### src/logic/ccp_map.vh
`ifndef CCP_MAP_VH
`define CCP_MAP_VH
// Functional notes
// - Unpacker splits each beat into 36-bit pixels, two per clock nominally.
// - For 4:2:2 input, both pixels of a horizontal pair share U and V.
// - Repacker rebuilds 256-bit beats laid out by 4:2:2/4:4:4 and 8/16-bit type.
// - For 4:2:2 output each U and V is the horizontal pair average.
// - 12-bit components; 8-bit output keeps top eight, 16-bit appends four zeros.
// - Contrast stage sends 10-bit histogram value, aoi flag, skin flag to statistics.
// - Statistics track luma max, luma min and skin count, readable by software.
// - Each enhancement function has its own enable; disabled means pixels pass unchanged.
// - Four pixels per clock for 4:2:2 input, two for genuine 4:4:4.
// - Automatic chroma detection on 4:4:4 input compares upper 8 bits of U, V.
// - Block is 4:2:2 when UV of pixel 0 equals 1 and 2 equals 3.
// - Detected 4:2:2 runs four pixels per clock with horizontally averaged U, V.
// - Otherwise 4:4:4 input runs full 4:4:4 at two pixels per clock.
// - State flags force 4:2:2 on 4:4:4, 4:4:4 on 4:4:4, or 4:4:4 on 4:2:2.
// - In 4:4:4 mode repacker joins two pixel pairs from two clocks into one beat.

// Register byte offsets
`define CCP_REG_CTRL 8'h00
`define CCP_REG_STATUS 8'h04
`define CCP_REG_LUMA_MAX 8'h08
`define CCP_REG_LUMA_MIN 8'h0c
`define CCP_REG_SKIN 8'h10

// Control register fields
`define CCP_CTRL_EN_LSB 0
`define CCP_CTRL_CLR_BIT 8
`define CCP_CTRL_EN_RST 6'h00

// Status register fields
`define CCP_STAT_QUAD_BIT 0
`define CCP_STAT_DET_BIT 1

// Enable bit of the auto contrast stage inside the control field
`define CCP_EN_CONTRAST 2

// Enhancement state word flags
`define CCP_ST_IN422 0
`define CCP_ST_IN16 1
`define CCP_ST_OUT422 2
`define CCP_ST_OUT16 3
`define CCP_ST_F422_ON444 4
`define CCP_ST_F444_ON444 5
`define CCP_ST_F444_ON422 6

// Pipe tag fields
`define CCP_TAG_OUT16 0
`define CCP_TAG_OUT422 1
`define CCP_TAG_PHASE 2
`define CCP_TAG_QUAD 3

// Outgoing alpha for 4:4:4 beats, full scale
`define CCP_ALPHA_OUT 12'hfff

`endif

### src/logic/ccp_pack_unpack.v
// Local design decisions: the AHB-Lite register port and the register offsets.
`timescale 1ns/1ps
`default_nettype none
`include "ccp_map.vh"

module ccp_pack_unpack #(
	parameter FN_N = 6,
	parameter HIST_W = 10,
	parameter CNT_W = 32
) (
	input wire ref_clk,
	input wire sys_rst,
	input wire hsel,
	input wire [31:0] haddr,
	input wire [1:0] htrans,
	input wire hwrite,
	input wire [2:0] hsize,
	input wire [31:0] hwdata,
	input wire hready,
	output reg hreadyout,
	output reg [31:0] hrdata,
	output reg hresp,
	input wire in_valid,
	input wire [255:0] in_beat,
	input wire [255:0] in_state,
	output reg in_ready,
	output reg pipe_valid,
	output reg [95:0] pipe_word,
	output reg [3:0] pipe_tag,
	output reg [FN_N-1:0] fn_enable,
	input wire ret_valid,
	input wire [95:0] ret_word,
	input wire [3:0] ret_tag,
	input wire stat_valid,
	input wire [HIST_W-1:0] stat_hist,
	input wire stat_aoi,
	input wire stat_skin,
	output reg out_valid,
	output reg [255:0] out_beat
);

	// Component slot s of a beat: 16-bit lanes, or 8-bit lanes in the low half
	function [11:0] get_c;
		input [255:0] b;
		input [3:0] s;
		input w16;
		reg [15:0] f;
		begin
			f = b[{s, 4'h0} +: 16];
			if (w16) begin
				get_c = f[15:4];
			end else begin
				get_c = {b[{s, 3'h0} +: 8], 4'h0};
			end
		end
	endfunction

	function [255:0] put_c;
		input [255:0] b;
		input [3:0] s;
		input w16;
		input [11:0] c;
		begin
			put_c = b;
			if (w16) begin
				put_c[{s, 4'h0} +: 16] = {c, 4'h0};
			end else begin
				put_c[{s, 3'h0} +: 8] = c[11:4];
			end
		end
	endfunction

	function [11:0] avg_c;
		input [11:0] a;
		input [11:0] b;
		reg [12:0] t;
		begin
			t = {1'b0, a} + {1'b0, b};
			avg_c = t[12:1];
		end
	endfunction

	// Slot number of component c within pixel group g
	function [3:0] slot_ix;
		input [1:0] g;
		input [1:0] c;
		begin
			slot_ix = {g, c};
		end
	endfunction

	// Register bus
	// Transfer size is not decoded: whole words only
	reg wr_pend_reg;
	reg [7:0] wr_addr_reg;
	reg clr_pulse_reg;
	reg [31:0] rd_mux;
	wire ahb_go = hsel & htrans[1] & hready;
	wire [HIST_W-1:0] luma_max;
	wire [HIST_W-1:0] luma_min;
	wire [CNT_W-1:0] skin_cnt;

	// Unpacker
	reg [47:0] up_y;
	reg [47:0] up_u;
	reg [47:0] up_v;
	reg [3:0] sy;
	reg [3:0] su;
	reg [3:0] sv;
	reg [1:0] pi;
	integer i;
	reg detect_reg;
	reg quad_reg;
	reg half_pend_reg;
	reg [95:0] half_word_reg;
	reg [3:0] half_tag_reg;

	wire in422 = in_state[`CCP_ST_IN422];
	wire in16 = in_state[`CCP_ST_IN16];
	wire accept = in_valid & in_ready;

	always @* begin
		up_y = 48'h0000_0000_0000;
		up_u = 48'h0000_0000_0000;
		up_v = 48'h0000_0000_0000;
		sy = 4'h0;
		su = 4'h0;
		sv = 4'h0;
		pi = 2'b00;
		for (i = 0; i < 4; i = i + 1) begin
			pi = i[1:0];
			if (in422) begin
				sy = {1'b0, pi[1], pi[0], 1'b0};
				su = {1'b0, pi[1], 2'b01};
				sv = {1'b0, pi[1], 2'b11};
			end else begin
				sy = {pi, 2'b00};
				su = {pi, 2'b01};
				sv = {pi, 2'b10};
			end
			up_y[12*i +: 12] = get_c(in_beat, sy, in16);
			up_u[12*i +: 12] = get_c(in_beat, su, in16);
			up_v[12*i +: 12] = get_c(in_beat, sv, in16);
		end
	end

	// Only the upper eight bits take part, so noise in the low bits is tolerated
	wire detect = (up_u[11:4] == up_u[23:16]) && (up_u[35:28] == up_u[47:40]) &&
		(up_v[11:4] == up_v[23:16]) && (up_v[35:28] == up_v[47:40]);

	// Forcing 4:2:2 wins if software sets both 4:4:4-input flags
	wire quad_sel = in422 ? ~in_state[`CCP_ST_F444_ON422] :
		(in_state[`CCP_ST_F422_ON444] |
		(~in_state[`CCP_ST_F444_ON444] & detect));

	wire [95:0] word_quad = {avg_c(up_v[35:24], up_v[47:36]), avg_c(up_u[35:24], up_u[47:36]),
		avg_c(up_v[11:0], up_v[23:12]), avg_c(up_u[11:0], up_u[23:12]),
		up_y};
	wire [95:0] word_lo = {up_v[23:12], up_u[23:12], up_v[11:0], up_u[11:0],
		12'h000, up_y[23:12], 12'h000, up_y[11:0]};
	wire [95:0] word_hi = {up_v[47:36], up_u[47:36], up_v[35:24], up_u[35:24],
		12'h000, up_y[47:36], 12'h000, up_y[35:24]};
	// Format rides in the tag, so a new state word never reshapes older pixels
	wire [1:0] out_fmt = {in_state[`CCP_ST_OUT422], in_state[`CCP_ST_OUT16]};

	always @(posedge ref_clk) begin
		if (sys_rst) begin
			in_ready <= 1'b0;
			pipe_valid <= 1'b0;
			pipe_word <= 96'h0;
			pipe_tag <= 4'h0;
			half_pend_reg <= 1'b0;
			half_word_reg <= 96'h0;
			half_tag_reg <= 4'h0;
			detect_reg <= 1'b0;
			quad_reg <= 1'b0;
		end else begin
			// Second half of a two-pixel beat takes the next pipe slot
			in_ready <= ~(accept & ~quad_sel);
			if (accept) begin
				pipe_valid <= 1'b1;
				pipe_word <= quad_sel ? word_quad : word_lo;
				pipe_tag <= {quad_sel, 1'b0, out_fmt};
				half_pend_reg <= ~quad_sel;
				half_word_reg <= word_hi;
				half_tag_reg <= {1'b0, 1'b1, out_fmt};
				detect_reg <= ~in422 & detect;
				quad_reg <= quad_sel;
			end else if (half_pend_reg) begin
				pipe_valid <= 1'b1;
				pipe_word <= half_word_reg;
				pipe_tag <= half_tag_reg;
				half_pend_reg <= 1'b0;
			end else begin
				pipe_valid <= 1'b0;
			end
		end
	end

	// Return path: with every function off the stages are bypassed entirely
	wire en_any = |fn_enable;
	wire rs_valid = en_any ? ret_valid : pipe_valid;
	wire [95:0] rs_word = en_any ? ret_word : pipe_word;
	wire [3:0] rs_tag = en_any ? ret_tag : pipe_tag;
	wire rs_quad = rs_tag[`CCP_TAG_QUAD];
	wire rs_phase = rs_tag[`CCP_TAG_PHASE];
	wire rs_o422 = rs_tag[`CCP_TAG_OUT422];
	wire rs_o16 = rs_tag[`CCP_TAG_OUT16];

	// Repacker
	reg [71:0] acc_reg;
	reg [47:0] rp_y;
	reg [47:0] rp_u;
	reg [47:0] rp_v;
	reg [255:0] ob;
	reg [11:0] ua;
	reg [11:0] va;
	integer k;

	always @* begin
		if (rs_quad) begin
			rp_y = rs_word[47:0];
			rp_u = {rs_word[83:72], rs_word[83:72], rs_word[59:48], rs_word[59:48]};
			rp_v = {rs_word[95:84], rs_word[95:84], rs_word[71:60], rs_word[71:60]};
		end else begin
			rp_y = {rs_word[35:24], rs_word[11:0], acc_reg[47:36], acc_reg[11:0]};
			rp_u = {rs_word[83:72], rs_word[59:48], acc_reg[59:48], acc_reg[23:12]};
			rp_v = {rs_word[95:84], rs_word[71:60], acc_reg[71:60], acc_reg[35:24]};
		end
		ob = 256'h0;
		ua = 12'h000;
		va = 12'h000;
		for (k = 0; k < 4; k = k + 1) begin
			if (rs_o422) begin
				if (k < 2) begin
					ua = avg_c(rp_u[24*k +: 12], rp_u[24*k+12 +: 12]);
					va = avg_c(rp_v[24*k +: 12], rp_v[24*k+12 +: 12]);
					ob = put_c(ob, slot_ix(k[1:0], 2'h0), rs_o16, rp_y[24*k +: 12]);
					ob = put_c(ob, slot_ix(k[1:0], 2'h1), rs_o16, ua);
					ob = put_c(ob, slot_ix(k[1:0], 2'h2), rs_o16, rp_y[24*k+12 +: 12]);
					ob = put_c(ob, slot_ix(k[1:0], 2'h3), rs_o16, va);
				end
			end else begin
				ob = put_c(ob, slot_ix(k[1:0], 2'h0), rs_o16, rp_y[12*k +: 12]);
				ob = put_c(ob, slot_ix(k[1:0], 2'h1), rs_o16, rp_u[12*k +: 12]);
				ob = put_c(ob, slot_ix(k[1:0], 2'h2), rs_o16, rp_v[12*k +: 12]);
				ob = put_c(ob, slot_ix(k[1:0], 2'h3), rs_o16, `CCP_ALPHA_OUT);
			end
		end
	end

	// Phase-0 halves never leave alone; they wait in the accumulator
	wire emit = rs_valid & (rs_quad | rs_phase);

	always @(posedge ref_clk) begin
		if (sys_rst) begin
			acc_reg <= 72'h0;
			out_valid <= 1'b0;
			out_beat <= 256'h0;
		end else begin
			if (rs_valid && !rs_quad && !rs_phase) begin
				acc_reg <= {rs_word[95:84], rs_word[83:72], rs_word[35:24],
					rs_word[71:60], rs_word[59:48], rs_word[11:0]};
			end
			out_valid <= emit;
			if (emit) begin
				out_beat <= ob;
			end
		end
	end

	// Statistics only flow while the contrast stage is on
	ccp_stats #(
		.HIST_W(HIST_W),
		.CNT_W(CNT_W)
	) u_stats (
		.ref_clk(ref_clk),
		.sys_rst(sys_rst),
		.clr(clr_pulse_reg),
		.ev_valid(stat_valid & fn_enable[`CCP_EN_CONTRAST]),
		.ev_hist(stat_hist),
		.ev_aoi(stat_aoi),
		.ev_skin(stat_skin),
		.luma_max_reg(luma_max),
		.luma_min_reg(luma_min),
		.skin_cnt_reg(skin_cnt)
	);

	// Unmapped offsets read as zero
	always @* begin
		case (haddr[7:0])
		`CCP_REG_CTRL: begin
			rd_mux = {{(32-FN_N){1'b0}}, fn_enable};
		end
		`CCP_REG_STATUS: begin
			rd_mux = {30'h0000_0000, detect_reg, quad_reg};
		end
		`CCP_REG_LUMA_MAX: begin
			rd_mux = {{(32-HIST_W){1'b0}}, luma_max};
		end
		`CCP_REG_LUMA_MIN: begin
			rd_mux = {{(32-HIST_W){1'b0}}, luma_min};
		end
		`CCP_REG_SKIN: begin
			rd_mux = skin_cnt;
		end
		default: begin
			rd_mux = 32'h0000_0000;
		end
		endcase
	end

	// Reads sample in the address phase so the slave never inserts wait states
	always @(posedge ref_clk) begin
		if (sys_rst) begin
			hreadyout <= 1'b1;
			hrdata <= 32'h0000_0000;
			hresp <= 1'b0;
			wr_pend_reg <= 1'b0;
			wr_addr_reg <= 8'h00;
			fn_enable <= `CCP_CTRL_EN_RST;
			clr_pulse_reg <= 1'b0;
		end else begin
			hreadyout <= 1'b1;
			hresp <= 1'b0;
			// Write data follows its address by one cycle
			wr_pend_reg <= ahb_go & hwrite;
			if (ahb_go) begin
				wr_addr_reg <= haddr[7:0];
			end
			if (ahb_go && !hwrite) begin
				hrdata <= rd_mux;
			end
			clr_pulse_reg <= 1'b0;
			if (wr_pend_reg && wr_addr_reg == `CCP_REG_CTRL) begin
				fn_enable <= hwdata[`CCP_CTRL_EN_LSB +: FN_N];
				clr_pulse_reg <= hwdata[`CCP_CTRL_CLR_BIT];
			end
		end
	end

endmodule

`default_nettype wire

### src/logic/ccp_stats.v
`timescale 1ns/1ps
`default_nettype none
`include "ccp_map.vh"

module ccp_stats #(
	parameter HIST_W = 10,
	parameter CNT_W = 32
) (
	input wire ref_clk,
	input wire sys_rst,
	input wire clr,
	input wire ev_valid,
	input wire [HIST_W-1:0] ev_hist,
	input wire ev_aoi,
	input wire ev_skin,
	output reg [HIST_W-1:0] luma_max_reg,
	output reg [HIST_W-1:0] luma_min_reg,
	output reg [CNT_W-1:0] skin_cnt_reg
);

	reg [HIST_W-1:0] luma_max_next;
	reg [HIST_W-1:0] luma_min_next;
	reg [CNT_W-1:0] skin_cnt_next;

	// Clear first, then fold in a same-cycle event so it is never lost
	always @* begin
		luma_max_next = clr ? {HIST_W{1'b0}} : luma_max_reg;
		luma_min_next = clr ? {HIST_W{1'b1}} : luma_min_reg;
		skin_cnt_next = clr ? {CNT_W{1'b0}} : skin_cnt_reg;
		if (ev_valid && ev_aoi) begin
			if (ev_hist > luma_max_next) begin
				luma_max_next = ev_hist;
			end
			if (ev_hist < luma_min_next) begin
				luma_min_next = ev_hist;
			end
		end
		if (ev_valid && ev_skin) begin
			skin_cnt_next = skin_cnt_next + {{(CNT_W-1){1'b0}}, 1'b1};
		end
	end

	always @(posedge ref_clk) begin
		if (sys_rst) begin
			luma_max_reg <= {HIST_W{1'b0}};
			luma_min_reg <= {HIST_W{1'b1}};
			skin_cnt_reg <= {CNT_W{1'b0}};
		end else begin
			luma_max_reg <= luma_max_next;
			luma_min_reg <= luma_min_next;
			skin_cnt_reg <= skin_cnt_next;
		end
	end

endmodule

`default_nettype wire

### config.mk
export PLATFORM = sky130hd
export DESIGN_NAME = ccp_pack_unpack
export DESIGN_NICKNAME = d
export VERILOG_FILES = /design/src/logic/ccp_pack_unpack.v /design/src/logic/ccp_stats.v
export VERILOG_INCLUDE_DIRS = /design/src /design/src/logic
export SDC_FILE = /design/constraint.sdc
export NUM_CORES = 2
export LEC_CHECK = 0
export ABC_AREA = 0
export BUFFER_PORTS_ARGS = -buffer_cell sky130_fd_sc_hd__buf_4
export CORE_AREA = 2 2 424 426
export CTS_CLUSTER_SIZE = 20
export DETAILED_ROUTE_END_ITERATION = 6
export DIE_AREA = 0 0 426 428
export MAX_ROUTING_LAYER = met4
export PLACE_DENSITY = 0.49
export SYNTH_ARGS = -nofsm -noshare
export SYNTH_HDL_FRONTEND = slang
export SYNTH_HIERARCHICAL = 1
export SYNTH_SLANG_ARGS = --single-unit
### constraint.sdc
create_clock -name ref_clk -period 6.35 [get_ports ref_clk]
set_input_delay 0.3175 -clock ref_clk [delete_from_list [all_inputs] [get_ports ref_clk]]
set_output_delay 0.3175 -clock ref_clk [all_outputs]
set_load 0.02 [all_outputs]
==> summary.md <==
| Metric | Value |
|---|---|
| Ports | 1,100 |
| Post-synth EDFFs | 0 |
| Max H-tree Level | 3 |
| Register-to-register setup slack | 1.14 ns |
| Drt via density | 4.908 |
| Post-synthesis mux area share | 0.1203 |
| Final Hold Vio Count | 0 |
| Layout cells sized above 1 | 0.2332 |
| Outcome | finished clean |
| Largest family of logic cells by synthesized area | compound AO/OA/AOI/OAI gates |
| Slew margin rel. | 0.1446 |
| M1 WL | 81.89 mm |
| Antenna violation net count after detailed routing | 0 |
| Simple-Gate Fraction of Synth Area | 0.2026 |
| Max Slew Vio Count | 0 |
| Tot GR Track Use | 0.2002 |
| Core region area | 177,600 um2 |
| DIE WIDTH | 426 um |
| Cell with the most instances after synthesis | nor2_1 |
| RSZ-0062 raised after global routing | no |
| # port buffers | 707 |
| Met2 wire length | 84.53 mm |
| Clock transition at path regs | 0.06 ns |
| Largest register FFs | 201 |
| Pin count of the biggest net entering global routing | 169 |
| LEAKAGE | 17.22 nW |
| Largest cells by area after synthesis | dfxtp_1 (34%), nor2_1 (7.3%), mux2i_1 (5.1%), mux4_2 (4.9%), a21oi_1 (4.7%) |
| Final Wtd Congestion | 0.9629 |
| Synth cell count leaders | nor2_1 (641), dfxtp_1 (554), nand2_1 (407) |
| Post-CTS setup buffer count | 0 |
| DR iter-0 viols | 3,355 |
| CP Class | reg -> reg |
| Post-synthesis compound-gate area fraction | 0.2124 |
| Area share of fa/ha/maj cells after synthesis | 0.04723 |
| Period utilization | 0.8197 |
| Clk buf depth | 3 |
| Initial DRT Pass Iterations | 6 |
| Top cell type by total area after synthesis | dfxtp_1 |
| R2R cell count | 15 |
| Biggest register | out_beat |
| Worst-Margin Slew | 1.277 ns |
| # nets final | 5,463 |
| Pwr dens | 254.7 nW/um2 |
| Area growth, synth to finish | 32.40% |
| RR Endpoint | out_beat[12]$_SDFFE_PP0P_ |
| Top layer in use | met4 |
| Worst EP required | 6.93 ns |
| Synthesized area | 32,790 um2 |
| Total die area | 182,300 um2 |
| Crit. Startpoint | fn_enable[0]$_SDFFE_PP0P_ |
| Row count | 155 |
| First-pass GRT wire length | 255.1 mm |
| Regs by FF count | out_beat: 201 flops, pipe_word: 96 flops |
| Maximum clock rate | 0.1921 GHz |
| Sequential-to-total area share from yosys stat | 0.3382 |
| Maxcap violations | 0 |
| Initial antenna violation count | 37 |
| Synth Flop Type | dfxtp_1 |
| Die Y | 428 um |
| Via count | 34,660 |
| Critical R2R Launch | fn_enable[0]$_SDFFE_PP0P_ |
| Routed met3 length | 13.76 mm |
| Yosys cell types | 96 |
| HP Class | in -> reg |
| WL/cell | 26.26 um |
| Hold Crit Start | in_beat[9] |
| Setup Viol. Count Final | 0 |
| Fillcell total | 19,579 |
| Fin crit period | 5.205 ns |
| Yosys reg bits | 554 |
| Xor/xnor share of the synthesized area | 0.02030 |
| CP Data Arrival Time | 5.79 ns |
| Clk sink count | 554 |
| Max FO, Critical Path | 41 |
| CP endpoint kind | register |
| Syn Inst Count | 4,053 |
| DP Wirelength | 147.2 mm |
| Fin Clk Skew | 0.05131 ns |
| Vias in the first global route | 32,576 |
| Cell count after placement | 6,874 |
| Final setup TNS | 0 ns |
| Synth warnings | 6 |
| CTS Buf Count | 72 |
| CTS tree | built |
| Detailed-route DRC error count | 0 |
| Worst setup SP type | register |
| Clock Latency Late Sink | 0.70 ns |
| Synth async-reset ratio | 0 |
| Root Buffer | clkbuf_16 |
| Post-Layout Cell Count | 7,062 |
| Hold path endpoint | pipe_word[5]$_SDFFE_PP0P_ |
| Peak supply drop | 176.6 uV |
| DRT Wirelength | 185.5 mm |
| Yosys top cell area share | 0.3382 |
| GRT Residual Overflow | 0 |
| WHS Path Cells | 3 |
| Avg Cell Area, Syn | 8.091 um2 |
| Initial Util | 0.1846 |
## metrics by stage
| step | total power, mW | util | cell area, um2 | worst slack [ns] | hold WS (ns) |
|---|---|---|---|---|---|
| 3_3_place_gp | 6.662 | 0.2276 | 40430 | 1.160 | 0.4402 |
| 3_5_place_dp | 6.678 | 0.2276 | 40430 | 1.058 | 0.4431 |
| 2_1_floorplan | 5.394 | - | 32910 | 1.727 | 0.4311 |
| 4_1_cts | 11.15 | 0.2443 | 43390 | 1.135 | 0.003268 |
| 6_report | 11.06 | 0.2444 | 43420 | 1.145 | 0.08534 |
| 5_1_grt | 11.50 | 0.2443 | 43400 | 0.8986 | 0.06684 |
## power by group
part,switching [mW],internal (mW),total [mW]
clock network,1.82,2.56,4.38
logic,1.85,1.02,2.87
registers,0.193,3.61,3.81
total,3.87,7.19,11.1
## cells by family (layout without fill, tap and decap cells)
kind of cell | Yosys count | count (layout)
and+or+nand+nor | 1513 | 1513
AOI/OAI and AO/OA | 1051 | 1051
muxes | 297 | 297
other | 2 | 45
buffers and inverters | 441 | 1052
adders and majority gates | 119 | 119
DFF | 554 | 554
xor gates and xnor gates | 76 | 76
## critical path: stages, from the launching register on
cell,delay [ns]
dfxtp_1,0.36
or4_1,0.84
o21ai_4,0.33
nand2_4,0.30
nor2_1,0.24
nor2_1,0.07
ha_1,0.36
a21oi_1,0.35
o31ai_1,0.13
a311oi_1,0.49
a211oi_2,0.17
o311a_1,0.42
o21a_1,0.19
o31ai_1,0.52
nand2_1,0.11
a211oi_1,0.21
## layer usage
metal / GRT usage / vias to the layer above
met5: - / -
met4: 0.05492 / 0
met3: 0.03330 / 229
met2: 0.3114 / 1640
met1: 0.2664 / 17020
li1: - / 15771
## cell type report
type,instances,area [um2],share of cell area
multi-input combinational,3090,20030,0.4612
sequential,554,11100,0.2555
timing repair buffer,850,6584,0.1516
tap,2355,2947,0.06786
clock buffer,94,1994,0.04593
clock inverter,33,464.2,0.01069
inverter,75,281.5,0.006484
antenna,11,27.53,0.0006340
## what timing repair did
action                                 CTS  global route
resized for setup                        0             0
hold buffers                            50             0
endpoints found under the hold margin   57             0
## layout by cell type, fill, tap and decap left out, types with 65 or more instances in the layout
cell         n
mux2i_1    163
nor2_1     637
dfxtp_1    552
ha_1       111
nor2b_1     65
a22oi_1    119
o21ai_0    148
mux4_2      72
nand2_1    402
nor3_1     153
buf_4      792
a21oi_1    309
inv_1       73
nand3_1     70
a211oi_1   173
clkbuf_16   72
## worst max-delay path by stage
stage                                       to  cells past startpoint
detailed placement  pipe_word[84]$_SDFFE_PP0P_                     14
CTS                  out_beat[12]$_SDFFE_PP0P_                     15
global route         out_beat[12]$_SDFFE_PP0P_                     15
floorplan           pipe_word[26]$_SDFFE_PP0P_                     14
finish               out_beat[12]$_SDFFE_PP0P_                     15
global placement    pipe_word[84]$_SDFFE_PP0P_                     14
Note: power is estimated with default switching activity, not from simulation.
